File: src/din_mode_pkg.sv
// Overview of operation
// RQ1 - Power-up code picks restore or clear count
// RQ2 - Channel second linearizes with first table
// RQ3 - Linearize only after scale and offset
// RQ4 - Function field: input, counter, frequency, reserved
// RQ5 - Option 1 pulses capture on leading edge
// RQ6 - Option 2 pulses log sample per edge
// RQ7 - Option 3 gates interval logging, logs edges
// RQ8 - Options 5-7 add 5 ms debounce
// RQ9 - Channel second counter: options 0, 4 only
// RQ10 - Third channel option 1 counts up/down
// RQ11 - Third channel option 2 gated up count
// RQ12 - Options 4-6 are debounced counter variants
// RQ13 - Debounce count input only, not direction
// RQ14 - Frequency option 0 decays within 100 s
// RQ15 - Frequency option 1 zeroes after 1 s
// RQ16 - Reserved function ignores option field
// RQ17 - Analogue pin claim overrides input mode
// RQ18 - First channel direction use overrides second
// RQ19 - Third channel direction use overrides fourth
// RQ20 - First channel option 1 counts by second pin
// RQ21 - Reserved option means base function only; the counter's reserved options count nothing
// RQ22 - Debounce holds off transitions for period
package din_mode_pkg;
    localparam int unsigned CLK_HZ         = 25_000_000;
    localparam int unsigned DEBOUNCE_US    = 5000;
    localparam int unsigned DEBOUNCE_CYC   = (CLK_HZ / 1_000_000) * DEBOUNCE_US;
    localparam int unsigned TICK_US        = 10000;
    localparam int unsigned TICK_CYC       = (CLK_HZ / 1_000_000) * TICK_US;
    localparam int unsigned FREQ_RESET_MS  = 1000;
    localparam int unsigned FREQ_RESET_TK  = FREQ_RESET_MS * 1000 / TICK_US;
    localparam int unsigned FREQ_DECAY_S   = 100;
    localparam int unsigned FREQ_DECAY_TK  = FREQ_DECAY_S * 1_000_000 / TICK_US;
    localparam int unsigned CNT_W          = 32;
    localparam int unsigned POWER_LSB      = 6;
    localparam int unsigned FUNC_LSB       = 3;
    localparam int unsigned OPT_LSB        = 0;
    localparam logic [7:0]  CFG_RESET      = 8'h00;
    localparam logic [1:0]  PWR_CLEAR_BIT  = 2'h1;
    localparam logic [1:0]  PWR_LIN_BIT    = 2'h2;
    localparam logic [2:0]  FUNC_INPUT     = 3'h0;
    localparam logic [2:0]  FUNC_COUNT     = 3'h1;
    localparam logic [2:0]  FUNC_FREQ      = 3'h2;
    localparam logic [1:0]  LIN_TABLE_FIRST = 2'h1;

    typedef enum logic [3:0] {
        ACT_INPUT = 4'b0001,
        ACT_COUNT = 4'b0010,
        ACT_FREQ  = 4'b0100,
        ACT_IDLE  = 4'b1000
    } chan_act_e;

    // Split one octal-coded mode byte
    function automatic logic [2:0] cfgFunc(input logic [7:0] c);
        return c[FUNC_LSB +: 3];
    endfunction
    function automatic logic [2:0] cfgOpt(input logic [7:0] c);
        return c[OPT_LSB +: 3];
    endfunction
endpackage

File: src/digital_input_counter_modes.sv
`timescale 1ns/1ps
`default_nettype none
module digital_input_counter_modes #(
    parameter int unsigned DEBOUNCE_CYCLES = din_mode_pkg::DEBOUNCE_CYC,
    parameter int unsigned TICK_CYCLES     = din_mode_pkg::TICK_CYC,
    parameter int unsigned RESET_TICKS     = din_mode_pkg::FREQ_RESET_TK,
    parameter int unsigned DECAY_TICKS     = din_mode_pkg::FREQ_DECAY_TK
) (
    input  wire logic                          sys_clk,
    input  wire logic                          reset,
    input  wire logic                          input_pin_first,
    input  wire logic                          input_pin_second,
    input  wire logic                          input_pin_third,
    input  wire logic                          input_pin_fourth,
    input  wire logic [7:0]                    channel_b_input_config,
    input  wire logic [7:0]                    channel_c_input_config,
    input  wire logic                          firstUsesSecondPin,
    input  wire logic                          analogClaimsSecond,
    input  wire logic                          analogClaimsThird,
    input  wire logic                          powerUp,
    input  wire logic [din_mode_pkg::CNT_W-1:0] savedCountSecond,
    input  wire logic [din_mode_pkg::CNT_W-1:0] savedCountThird,
    input  wire logic                          scaleDone,
    output logic [1:0]                         inputState,
    output logic [din_mode_pkg::CNT_W-1:0]     countSecond,
    output logic [din_mode_pkg::CNT_W-1:0]     countThird,
    output logic [din_mode_pkg::CNT_W-1:0]     periodSecond,
    output logic [din_mode_pkg::CNT_W-1:0]     periodThird,
    output logic [1:0]                         captureTrigger,
    output logic [1:0]                         logTrigger,
    output logic [1:0]                         intervalGate,
    output logic [1:0]                         linearizeSecond,
    output logic [1:0]                         linearizeThird,
    output logic                               overrideFourth
);
    import din_mode_pkg::*;
    initial if (TICK_CYCLES < 2 || DEBOUNCE_CYCLES < 1) $error("bad timing parameters");

    localparam int unsigned TW = $clog2(TICK_CYCLES);

    logic [7:0]       cfg [2];
    logic [1:0]       pin;
    logic [1:0]       rise;
    logic [1:0]       useDb;
    chan_act_e        act [2];
    logic [2:0]       opt [2];
    logic [1:0]       claimed;
    logic [TW-1:0]    tick_ff, nxt_tick;
    logic             tickPulse;
    logic [CNT_W-1:0] cnt_ff [2];
    logic [CNT_W-1:0] nxt_cnt [2];
    logic [1:0]       cap_ff, nxt_cap, log_ff, nxt_log, gate_ff, nxt_gate, st_ff, nxt_st;
    logic [1:0]       linB_ff, nxt_linB, linC_ff, nxt_linC;
    logic             ovr_ff, nxt_ovr;
    logic [CNT_W-1:0] perW [2];

    assign cfg[0] = channel_b_input_config;
    assign cfg[1] = channel_c_input_config;
    assign pin    = {input_pin_third, input_pin_second};
    // Pins taken by analogue output or by a neighbour lose their own mode
    assign claimed = {analogClaimsThird, analogClaimsSecond | firstUsesSecondPin}; // RQ17 RQ18 RQ20

    // Per-channel decode of function and option
    generate
        for (genvar ch = 0; ch < 2; ch++) begin : g_chan
            always_comb begin
                opt[ch] = cfgOpt(cfg[ch]);
                useDb[ch] = 1'b0;
                if (claimed[ch]) begin
                    act[ch] = ACT_IDLE; // RQ17
                end else if (cfgFunc(cfg[ch]) == FUNC_INPUT) begin
                    act[ch] = ACT_INPUT; // RQ4
                    useDb[ch] = opt[ch][2]; // RQ8
                end else if (cfgFunc(cfg[ch]) == FUNC_COUNT) begin
                    act[ch] = ACT_COUNT; // RQ4
                    useDb[ch] = opt[ch][2]; // RQ9 RQ12
                end else if (cfgFunc(cfg[ch]) == FUNC_FREQ) begin
                    act[ch] = ACT_FREQ; // RQ4
                end else begin
                    act[ch] = ACT_IDLE; // RQ16
                end
            end

            edge_debounce #(
                .HOLD_CYC   (DEBOUNCE_CYCLES)
            ) u_deb (
                .sys_clk     (sys_clk),
                .reset       (reset),
                .pinIn       (pin[ch]),
                .useDebounce (useDb[ch]),
                .risePulse   (rise[ch])
            );

            freq_meter #(
                .CNT_W    (CNT_W),
                .RESET_TK (RESET_TICKS),
                .DECAY_TK (DECAY_TICKS)
            ) u_freq (
                .sys_clk   (sys_clk),
                .reset     (reset),
                .enable    (act[ch] == ACT_FREQ),
                .tick      (tickPulse),
                .pulse     (rise[ch]),
                .fastReset (opt[ch] == 3'h1), // RQ15
                .period    (perW[ch])
            );
        end
    endgenerate

    // Timebase divider for frequency measurement
    always_comb begin
        tickPulse = (tick_ff == TW'(TICK_CYCLES - 1));
        nxt_tick  = tickPulse ? '0 : tick_ff + TW'(1);
    end

    always_ff @(posedge sys_clk) begin
        if (reset) begin
            tick_ff <= '0;
        end else begin
            tick_ff <= nxt_tick;
        end
    end

    // Counters, triggers and power-up restore
    always_comb begin
        nxt_cnt[0] = cnt_ff[0];
        nxt_cnt[1] = cnt_ff[1];
        nxt_cap  = 2'h0;
        nxt_log  = 2'h0;
        nxt_gate = 2'h0;
        nxt_st   = 2'h0;
        for (int ch = 0; ch < 2; ch++) begin
            if (act[ch] == ACT_INPUT) begin
                nxt_st[ch] = pin[ch];
                if (opt[ch][1:0] == 2'h1) begin
                    nxt_cap[ch] = rise[ch]; // RQ5 RQ8
                end
                if (opt[ch][1:0] == 2'h2 || opt[ch][1:0] == 2'h3) begin
                    nxt_log[ch] = rise[ch]; // RQ6 RQ7 RQ8
                end
                if (opt[ch][1:0] == 2'h3) begin
                    nxt_gate[ch] = pin[ch]; // RQ7
                end
            end
        end
        // Second channel: plain up count, reserved options count nothing
        if (act[0] == ACT_COUNT && opt[0][1:0] == 2'h0 && rise[0]) begin
            nxt_cnt[0] = cnt_ff[0] + CNT_W'(1); // RQ9 RQ21
        end
        // Third channel: up, up/down by fourth pin, gated by fourth pin
        if (act[1] == ACT_COUNT && rise[1]) begin
            if (opt[1][1:0] == 2'h0) begin
                nxt_cnt[1] = cnt_ff[1] + CNT_W'(1); // RQ12
            end else if (opt[1][1:0] == 2'h1) begin
                nxt_cnt[1] = input_pin_fourth ? cnt_ff[1] - CNT_W'(1) : cnt_ff[1] + CNT_W'(1); // RQ10 RQ13
            end else if (opt[1][1:0] == 2'h2 && input_pin_fourth) begin
                nxt_cnt[1] = cnt_ff[1] + CNT_W'(1); // RQ11 RQ13
            end
        end
        if (powerUp) begin
            nxt_cnt[0] = channel_b_input_config[POWER_LSB] ? '0 : savedCountSecond; // RQ1
            nxt_cnt[1] = channel_c_input_config[POWER_LSB] ? '0 : savedCountThird; // RQ1
        end
        // Linearize after scale/offset, table one for second channel
        nxt_linB = (channel_b_input_config[POWER_LSB+1] && scaleDone) ? LIN_TABLE_FIRST : 2'h0; // RQ2 RQ3
        nxt_linC = (channel_c_input_config[POWER_LSB+1] && scaleDone) ? LIN_TABLE_FIRST : 2'h0; // RQ3
        nxt_ovr = (act[1] == ACT_COUNT) && (opt[1][1:0] == 2'h1 || opt[1][1:0] == 2'h2); // RQ19
    end

    always_ff @(posedge sys_clk) begin
        if (reset) begin
            cnt_ff[0] <= '0;
            cnt_ff[1] <= '0;
            cap_ff    <= 2'h0;
            log_ff    <= 2'h0;
            gate_ff   <= 2'h0;
            st_ff     <= 2'h0;
            linB_ff   <= 2'h0;
            linC_ff   <= 2'h0;
            ovr_ff    <= 1'b0;
        end else begin
            cnt_ff[0] <= nxt_cnt[0];
            cnt_ff[1] <= nxt_cnt[1];
            cap_ff    <= nxt_cap;
            log_ff    <= nxt_log;
            gate_ff   <= nxt_gate;
            st_ff     <= nxt_st;
            linB_ff   <= nxt_linB;
            linC_ff   <= nxt_linC;
            ovr_ff    <= nxt_ovr;
        end
    end

    // Outputs straight from flops
    assign countSecond     = cnt_ff[0];
    assign countThird      = cnt_ff[1];
    assign periodSecond    = perW[0];
    assign periodThird     = perW[1];
    assign captureTrigger  = cap_ff;
    assign logTrigger      = log_ff;
    assign intervalGate    = gate_ff;
    assign inputState      = st_ff;
    assign linearizeSecond = linB_ff;
    assign linearizeThird  = linC_ff;
    assign overrideFourth  = ovr_ff;

    power_clear_a: assert property (@(posedge sys_clk) disable iff (reset) // RQ1
        powerUp && channel_b_input_config[POWER_LSB] |=> countSecond == '0) else $error("count not cleared");
    power_restore_a: assert property (@(posedge sys_clk) disable iff (reset) // RQ1
        powerUp && !channel_c_input_config[POWER_LSB] |=> countThird == $past(savedCountThird))
        else $error("count not restored");
    capture_edge_a: assert property (@(posedge sys_clk) disable iff (reset) // RQ5
        captureTrigger[0] |-> $past(rise[0]) && $past(channel_b_input_config[FUNC_LSB +: 3]) == FUNC_INPUT)
        else $error("capture without edge");
    log_edge_a: assert property (@(posedge sys_clk) disable iff (reset) // RQ6
        logTrigger[1] |-> $past(rise[1])) else $error("log without edge");
    updown_dir_a: assert property (@(posedge sys_clk) disable iff (reset) // RQ10
        !powerUp && act[1] == ACT_COUNT && opt[1] == 3'h1 && rise[1] && input_pin_fourth
        |=> countThird == $past(countThird) - CNT_W'(1)) else $error("down count wrong");
    gated_off_a: assert property (@(posedge sys_clk) disable iff (reset) // RQ11
        !powerUp && act[1] == ACT_COUNT && opt[1] == 3'h2 && !input_pin_fourth
        |=> $stable(countThird)) else $error("gated count moved");
    reserved_hold_a: assert property (@(posedge sys_clk) disable iff (reset) // RQ16
        !powerUp && cfgFunc(channel_b_input_config) > FUNC_FREQ |=> $stable(countSecond) && !captureTrigger[0])
        else $error("reserved function acted");
    override_c_a: assert property (@(posedge sys_clk) disable iff (reset) // RQ19
        !claimed[1] && cfgFunc(channel_c_input_config) == FUNC_COUNT && opt[1] == 3'h5 |=> overrideFourth)
        else $error("fourth pin not overridden");
    // Linearize flags wait for scale and offset
    lin_after_scale_a: assert property (@(posedge sys_clk) disable iff (reset) // RQ3
        !scaleDone |=> linearizeSecond == 2'h0 && linearizeThird == 2'h0) else $error("linearized before scaling");
    lin_table_a: assert property (@(posedge sys_clk) disable iff (reset) // RQ2
        scaleDone && channel_b_input_config[POWER_LSB+1] |=> linearizeSecond == LIN_TABLE_FIRST)
        else $error("second channel table wrong");
    // Claimed pins and reserved options leave results alone
    claimed_idle_a: assert property (@(posedge sys_clk) disable iff (reset) // RQ17
        !powerUp && claimed[1] |=> $stable(countThird) && captureTrigger[1] == 1'b0 && logTrigger[1] == 1'b0)
        else $error("claimed pin still acted");
    second_blocked_a: assert property (@(posedge sys_clk) disable iff (reset) // RQ18
        !powerUp && firstUsesSecondPin |=> $stable(countSecond) && inputState[0] == 1'b0)
        else $error("second channel not overridden");
    b_reserved_opt_a: assert property (@(posedge sys_clk) disable iff (reset) // RQ9
        !powerUp && act[0] == ACT_COUNT && opt[0][1:0] != 2'h0 |=> $stable(countSecond))
        else $error("reserved counter option counted");
    up_count_a: assert property (@(posedge sys_clk) disable iff (reset) // RQ12
        !powerUp && act[1] == ACT_COUNT && opt[1][1:0] == 2'h0 && rise[1]
        |=> countThird == $past(countThird) + CNT_W'(1)) else $error("up count wrong");
    gate_level_a: assert property (@(posedge sys_clk) disable iff (reset) // RQ7
        act[0] == ACT_INPUT && opt[0][1:0] == 2'h3 |=> intervalGate[0] == $past(input_pin_second))
        else $error("interval gate wrong");
endmodule // digital_input_counter_modes
`default_nettype wire

File: src/edge_debounce.sv
`timescale 1ns/1ps
`default_nettype none
module edge_debounce #(
    parameter int unsigned HOLD_CYC = 125000
) (
    input  wire logic sys_clk,
    input  wire logic reset,
    input  wire logic pinIn,
    input  wire logic useDebounce,
    output logic      risePulse
);
    import din_mode_pkg::*;
    localparam int unsigned CW = $clog2(HOLD_CYC + 1);
    initial if (HOLD_CYC < 1) $error("HOLD_CYC too small");

    logic          prev_ff, nxt_prev;
    logic [CW-1:0] hold_ff, nxt_hold;
    logic          rise;

    // Edge detect with hold-off after an accepted edge
    always_comb begin
        rise     = pinIn & ~prev_ff;
        nxt_prev = pinIn;
        nxt_hold = hold_ff;
        if (hold_ff != '0) begin
            nxt_hold = hold_ff - CW'(1); // RQ22
        end else if (rise && useDebounce) begin
            nxt_hold = CW'(HOLD_CYC); // RQ8 RQ13
        end
        if (useDebounce && hold_ff != '0) begin
            nxt_prev = prev_ff; // RQ22
        end
    end

    always_ff @(posedge sys_clk) begin
        if (reset) begin
            prev_ff <= 1'b0;
            hold_ff <= '0;
        end else begin
            prev_ff <= nxt_prev;
            hold_ff <= nxt_hold;
        end
    end

    assign risePulse = rise && !(useDebounce && hold_ff != '0);

    hold_off_a: assert property (@(posedge sys_clk) disable iff (reset) // RQ22
        useDebounce && risePulse |=> !risePulse [*8]) else $error("edge accepted during hold-off");
endmodule // edge_debounce
`default_nettype wire

File: src/freq_meter.sv
`timescale 1ns/1ps
`default_nettype none
module freq_meter #(
    parameter int unsigned CNT_W    = 32,
    parameter int unsigned RESET_TK = 100,
    parameter int unsigned DECAY_TK = 10000
) (
    input  wire logic             sys_clk,
    input  wire logic             reset,
    input  wire logic             enable,
    input  wire logic             tick,
    input  wire logic             pulse,
    input  wire logic             fastReset,
    output logic [CNT_W-1:0]      period
);
    import din_mode_pkg::*;
    initial if (RESET_TK < 1 || DECAY_TK <= RESET_TK) $error("bad freq limits");

    logic [CNT_W-1:0] gap_ff, nxt_gap;
    logic [CNT_W-1:0] per_ff, nxt_per;

    // Period in ticks between edges; a silent gap stretches it, zero means none
    always_comb begin
        nxt_gap = gap_ff;
        nxt_per = per_ff;
        if (!enable) begin
            nxt_gap = '0;
            nxt_per = '0;
        end else if (pulse) begin
            nxt_per = gap_ff + CNT_W'(1);
            nxt_gap = '0;
        end else if (tick) begin
            nxt_gap = gap_ff + CNT_W'(1);
            if (fastReset && gap_ff >= CNT_W'(RESET_TK)) begin
                nxt_per = '0; // RQ15
            end else if (!fastReset && gap_ff >= CNT_W'(DECAY_TK)) begin
                nxt_per = '0; // RQ14
            end else if (gap_ff >= per_ff && per_ff != '0) begin
                nxt_per = gap_ff + CNT_W'(1); // RQ14
            end
        end
    end

    always_ff @(posedge sys_clk) begin
        if (reset) begin
            gap_ff <= '0;
            per_ff <= '0;
        end else begin
            gap_ff <= nxt_gap;
            per_ff <= nxt_per;
        end
    end

    assign period = per_ff;

    fast_zero_a: assert property (@(posedge sys_clk) disable iff (reset) // RQ15
        enable && fastReset && tick && !pulse && gap_ff >= CNT_W'(RESET_TK) |=> per_ff == '0)
        else $error("period not cleared after quiet second");
    decay_zero_a: assert property (@(posedge sys_clk) disable iff (reset) // RQ14
        enable && !fastReset && tick && !pulse && gap_ff >= CNT_W'(DECAY_TK) |=> per_ff == '0)
        else $error("period not cleared after decay limit");
endmodule // freq_meter
`default_nettype wire

File: config.mk
export PLATFORM = sky130hd
export DESIGN_NAME = digital_input_counter_modes
export DESIGN_NICKNAME = d
export VERILOG_FILES = /design/src/din_mode_pkg.sv /design/src/digital_input_counter_modes.sv /design/src/edge_debounce.sv /design/src/freq_meter.sv
export SDC_FILE = /design/constraint.sdc
export NUM_CORES = 1
export LEC_CHECK = 0
export BUFFER_PORTS_ARGS = -buffer_cell sky130_fd_sc_hd__buf_2
export CAP_MARGIN = 20
export CORE_MARGIN = 3
export CORE_UTILIZATION = 58
export DETAILED_ROUTE_END_ITERATION = 8
export PLACE_DENSITY = 0.81
export SLEW_MARGIN = 20
export SYNTH_ARGS = -nofsm -noshare
export SYNTH_HDL_FRONTEND = slang
export SYNTH_SLANG_ARGS = --single-unit
File: constraint.sdc
create_clock -name sys_clk -period 3.55 [get_ports sys_clk]
set_input_delay 0.1775 -clock sys_clk [delete_from_list [all_inputs] [get_ports sys_clk]]
set_output_delay 0.1775 -clock sys_clk [all_outputs]
set_load 0.05 [all_outputs]
==> results.tsv, run 1 <==
metric	value	unit
finalInstanceArea	17940	sq um
cts_tree	done	
cts_hold_buf	67	
criticalPathCategory	flop to flop	
drtAntennaViolNets	0	
powerDensity	440.6	nW/um^2
grt_pass1_vias	14914	
drt_pre_antenna_iters	8	
worstPathMaxFanout	14	
required	3990	ps
p_leak	0.007017	uW
clockBufferDepth	3	
antenna_found_initial	5	
nets	2302	
relSlewSlack	0.2572	
rsz0062_at_grt	false	
area_delta_synth_final	20.21	%
maxCapViolCount	0	
cts_sinks	257	
drive_gt1_frac	0.1578	
drv_slew	0	
grt_pass1_wl	74400	um
initial_core_util	0.5909	
synth_ff_type	dfxtp_1	
drcViolationCount	0	
cp-end-kind	flop	
syn_area	14920	sq um
post_cts_buffers	0	
synth_edf_count	0	
gp_congestion	0.9533	
vias	15479	
grt_max_degree	46	
core	25250	sq um
via_per_inst	6.219	
cp-start-kind	flop	
numCtsBuffers	29	
io_pins	232	
drt_iter0_drc	1581	
cts.clk_slew.worst_paths	60	ps
h-tree-depth	1	
die_h	166.4	um
synth.avg_cell_area	7.921	sq um
ys_types	78	
finalCriticalPeriod	3141	ps
async_reset_ff_frac	0	
grt_usage	0.3126	
setup_tns	0	ps
synth_seq_area_share	0.3448	
hpwl	31080	um
grt-ovfl-total	0	
cts.repair.resized	0	
skew	13.50	ps
cts-root-buf	clkbuf_16	
max_freq	318.4	MHz
status	completed	
worst_ir_drop_vdd	0.3657	mV
yosys_register_bits	257	
setup_viol	0	
hold_viol	0	
ys_warn_count	0	
num_rows	58	
wl	45500	um
synthCells	1884	
die_w	166.4	um
io_buffers	228	
max_slew.worst_pin.slew	1107	ps
finalCritPeriodShare	0.8847	
die-area	27690	sq um
min_path_type	primary input to flop	
post_dp_cell_area	16280	sq um
clkLatencyLatePin	560	ps
post_drt_wl_per_cell	18.28	um
worstPathArrival	3580	ps
[stage by stage]
stage | setup WS (ps) | cells | util | power (uW) | hold slack [ps]
final | 409.2 | 2489 | 0.7104 | 7905 | 24.51
after global routing | 162.9 | 2489 | 0.7104 | 8289 | 50.73
after CTS | 427.7 | 2485 | 0.7100 | 7911 | 10.03
after detailed placement | 457.8 | 2365 | 0.6446 | 4813 | 380.5
after global placement | 524.8 | 2365 | 0.6446 | 4752 | 374.0
after floorplan | 694.9 | 1885 | - | 4457 | 255.5
[Yosys cell counts (all sizes together), types with 12 or more instances]
cell / instances / area share
xor2: 62 / 0.036
a21o: 13 / 0.0065
a211oi: 18 / 0.0094
a32o: 46 / 0.031
and3: 28 / 0.012
nor4: 56 / 0.023
nand3: 87 / 0.029
ha: 78 / 0.065
dfxtp: 257 / 0.34
nand4: 51 / 0.021
inv: 100 / 0.025
o21ai: 79 / 0.026
a221oi: 15 / 0.0088
or4: 24 / 0.012
buf: 12 / 0.0054
nor3: 85 / 0.029
a21oi: 138 / 0.046
or3: 42 / 0.018
a31oi: 17 / 0.0071
o2bb2ai: 18 / 0.011
clkbuf: 102 / 0.026
xnor2: 93 / 0.055
nand2: 154 / 0.039
nor2: 192 / 0.048
[kinds of logic after synthesis]
logic type | count (synthesis) | share of synthesized area
AOI/OAI and AO/OA | 394 | 0.1747
xor gates and xnor gates | 155 | 0.09097
adders and majority gates | 78 | 0.06540
buffers and inverters | 214 | 0.05693
DFF | 257 | 0.3448
muxes | 8 | 0.005450
other | 1 | 0.0002513
and+or+nand+nor | 777 | 0.2615
[state kept, by name, summed over array words and instances (netlist names)]
register              flops
g_chan.u_freq.gap_ff     64
tick_ff                  18
linearizeSecond           1
inputState                2
overrideFourth            1
cnt_ff                   64
logTrigger                2
g_chan.u_deb.prev_ff      2
linearizeThird            1
intervalGate              2
g_chan.u_deb.hold_ff     34
captureTrigger            2
g_chan.u_freq.period     64
[area by class of cell]
type                    count  area (sq um)
inverters                 100         375.4
diodes                      4         10.01
clock buffers              46         909.6
well taps                 330         412.9
flip-flops and latches    257          5145
fillers                  1950          7315
multi-input cells        1414          8935
clock inverters             7         70.07
repair buffers            331          2082
[path summary, 6_finish.rpt]
kind | start | end | slack [ps] | cells after the start
max | g_chan[0].u_freq.gap_ff[0] | g_chan[0].u_freq.period[0] | 410 | 9
min | savedCountThird[20] | cnt_ff[0][52] | 20 | 3
max reg2reg | g_chan[0].u_freq.gap_ff[0] | g_chan[0].u_freq.period[0] | 410 | 9
min reg2reg | tick_ff[0] | tick_ff[0] | 470 | 1
[per-layer routing]
metal  track usage  vias up  wire length, um
met2        0.5311      822            21450
met4        0.1194        2             1517
met1        0.3976     7210            18530
met5             0        -               13
met3       0.05522      133             3986
li1              -     7312                -
[power breakdown]
part	internal (uW)	switching, uW	total [uW]	leakage (uW)
logic	652	928	1580	0.00445
clock network	1820	1230	3050	0.000485
registers	3080	203	3280	0.00208
total	5550	2360	7900	0.00702
[layout by cell type, fill, tap and decap left out, drive strengths merged, types with 46 or more instances in the layout]
master,netlist,layout
buf,12,264
dfxtp,257,257
nor2,192,192
nand2,154,154
a21oi,138,138
inv,100,102
xnor2,93,93
nand3,87,87
nor3,85,85
o21ai,79,79
ha,78,78
dlygate4sd3,0,67
xor2,62,62
nor4,56,56
nand4,51,51
a32o,46,46
clkbuf,102,46
[critical path, cell delays in order, from the launching register on]
cell       delay, ps
dfxtp_1          420
inv_1            110
ha_1             270
nand2b_1         140
a2111oi_0        420
a21oi_1          120
a211o_1          280
a211oi_1         390
o21ai_1          480
a32o_1           410
Power figures use the tool's default switching activity.
==> inputs of run 2 (changes only) <==
- CORE_UTILIZATION: 58 -> 59
- CTS_BUF_LIST: unset -> sky130_fd_sc_hd__clkbuf_4 sky130_fd_sc_hd__clkbuf_8
- PLACE_DENSITY: 0.81 -> 0.82
==> results.tsv, run 2 (same netlist as run 1, synthesis figures left out) <==
metric	value	unit
p_leak	0.006993	uW
clkLatencyLatePin	560	ps
finalCriticalPeriod	3171	ps
cp-start-kind	flop	
finalCritPeriodShare	0.8932	
area_delta_synth_final	19.38	%
maxCapViolCount	0	
final_common_cell	dfxtp_1	
num_rows	57	
drive_gt1_frac	0.1674	
gp_congestion	0.9430	
core	24600	sq um
total_power	7558	uW
grt_pass1_wl	73090	um
worstPathMaxFanout	18	
hold_path_end	cnt_ff[0][18]	
wl	45280	um
fin_cells	2502	
grt_util_met2	0.5335	
setup_tns	0	ps
reg2reg_slack	380	ps
setup_viol	0	
hpwl	30410	um
drtAntennaViolNets	0	
max_slew.worst_pin.slew	905.8	ps
grt_use_met3	0.06120	
io_buffers	228	
hold_viol	0	
via_per_inst	6.259	
nets	2316	
die-area	27240	sq um
clockBufferDepth	3	
drv_slew	0	
drcViolationCount	0	
grt_pass1_vias	14864	
hp-start	savedCountSecond[18]	
criticalPathCategory	flop to flop	
r2r_cells	7	
antenna_found_initial	5	
skew	27.29	ps
vias	15660	
worstPathArrival	3630	ps
numCtsBuffers	45	
post_drt_wl_per_cell	18.10	um
worst_ir_drop_vdd	0.3391	mV
die_h	165.0	um
post_cts_buffers	0	
busiest_layer	met2	
h-tree-depth	2	
rsz0062_at_grt	false	
status	completed	
cts-root-buf	clkbuf_8	
required	4010	ps
rr_endpoint	cnt_ff[0][14]	
die_w	165.0	um
grt_usage	0.3227	
max_freq	315.4	MHz
gr-usage-met1	0.4068	
cts.clk_slew.worst_paths	70	ps
drt_iter0_drc	1951	
mostFrequentLayoutCells	257 x dfxtp_1, 228 x buf_2, 191 x nor2_1, 153 x nand2_1, 138 x a21oi_1	
grt-ovfl-total	0	
min_path_type	primary input to flop	
initial_core_util	0.6065	
relSlewSlack	0.3905	
drt_pre_antenna_iters	7	
powerDensity	424.3	nW/um^2
cp-end-kind	flop	
holdWs	21.97	ps
grt_max_degree	65	
cts_sinks	257	
cts_tree	done	
dp_cells	2357	
io_pins	232	
utilization	0.7240	
r2r_start	g_chan[0].u_deb.hold_ff[7]	
min_path_cells	5	
## run 2: cell types whose count changed in the layout (fill, tap and decap cells not counted)
cell | before | now
bufinv_16 | 1 | 0
clkbuf_1 | 5 | 0
clkinvlp_4 | 1 | 2
clkbuf_16 | 29 | 0
clkbuf_8 | 12 | 53
inv_6 | 2 | 0
buf_4 | 36 | 34
clkbuf_4 | 0 | 15
clkinv_2 | 3 | 4
## run 2: final cells by class
cell class	count	area, sq um
multi-input cells	1414	8935
well taps	324	405.4
repair buffers	329	2067
clock inverters	6	35.03
inverters	100	375.4
clock buffers	68	842.1
flip-flops and latches	257	5145
fillers	1880	6790
diodes	4	10.01
## run 2: report_power, final
part | total, uW | internal, uW | switching (uW)
combinational | 1570 | 653 | 916
clock | 2710 | 1500 | 1210
sequential | 3280 | 3080 | 201
total | 7560 | 5230 | 2330
## run 2: critical path, stage by stage, from the launching register on
cell and delay, ps:
dfxtp_1 360, or4_1 550, or3_4 350, nor4_1 380, o21ai_1 290, nand2_1 640, a21oi_1 200, nor3_1 300
## run 2: timing repair
item,4_1_cts,5_1_grt
hold buffers,67,0
gates resized for setup,0,0
hold endpoints to repair,65,0
## run 2: stage by stage
step / instance area, sq um / setup WS [ps]
3_3_place_gp: 16260 / 528.2
5_1_grt: 17810 / 259.2
3_5_place_dp: 16260 / 533.0
4_1_cts: 17800 / 481.9
6_report: 17810 / 379.1
2_1_floorplan: 14930 / 694.9
## run 2: worst max path at each step
| stage | slack, ps | startpoint | end |
|---|---|---|---|
| 2_1_floorplan | 690 | cnt_ff[0][43] | cnt_ff[0][63] |
| 3_3_place_gp | 530 | g_chan[1].u_deb.hold_ff[0] | cnt_ff[0][53] |
| 3_5_place_dp | 530 | g_chan[1].u_deb.hold_ff[0] | cnt_ff[0][53] |
| 4_1_cts | 480 | g_chan[1].u_deb.hold_ff[0] | cnt_ff[0][53] |
| 5_1_grt | 260 | g_chan[1].u_deb.hold_ff[0] | cnt_ff[0][53] |
| 6_report | 380 | g_chan[0].u_deb.hold_ff[7] | cnt_ff[0][14] |
## run 2: metal layers
layer  vias to the layer above  wire [um]
met5                         -          7
met4                         2       1775
met3                       162       4556
met2                       886      20690
met1                      7278      18250
li1                       7332          -
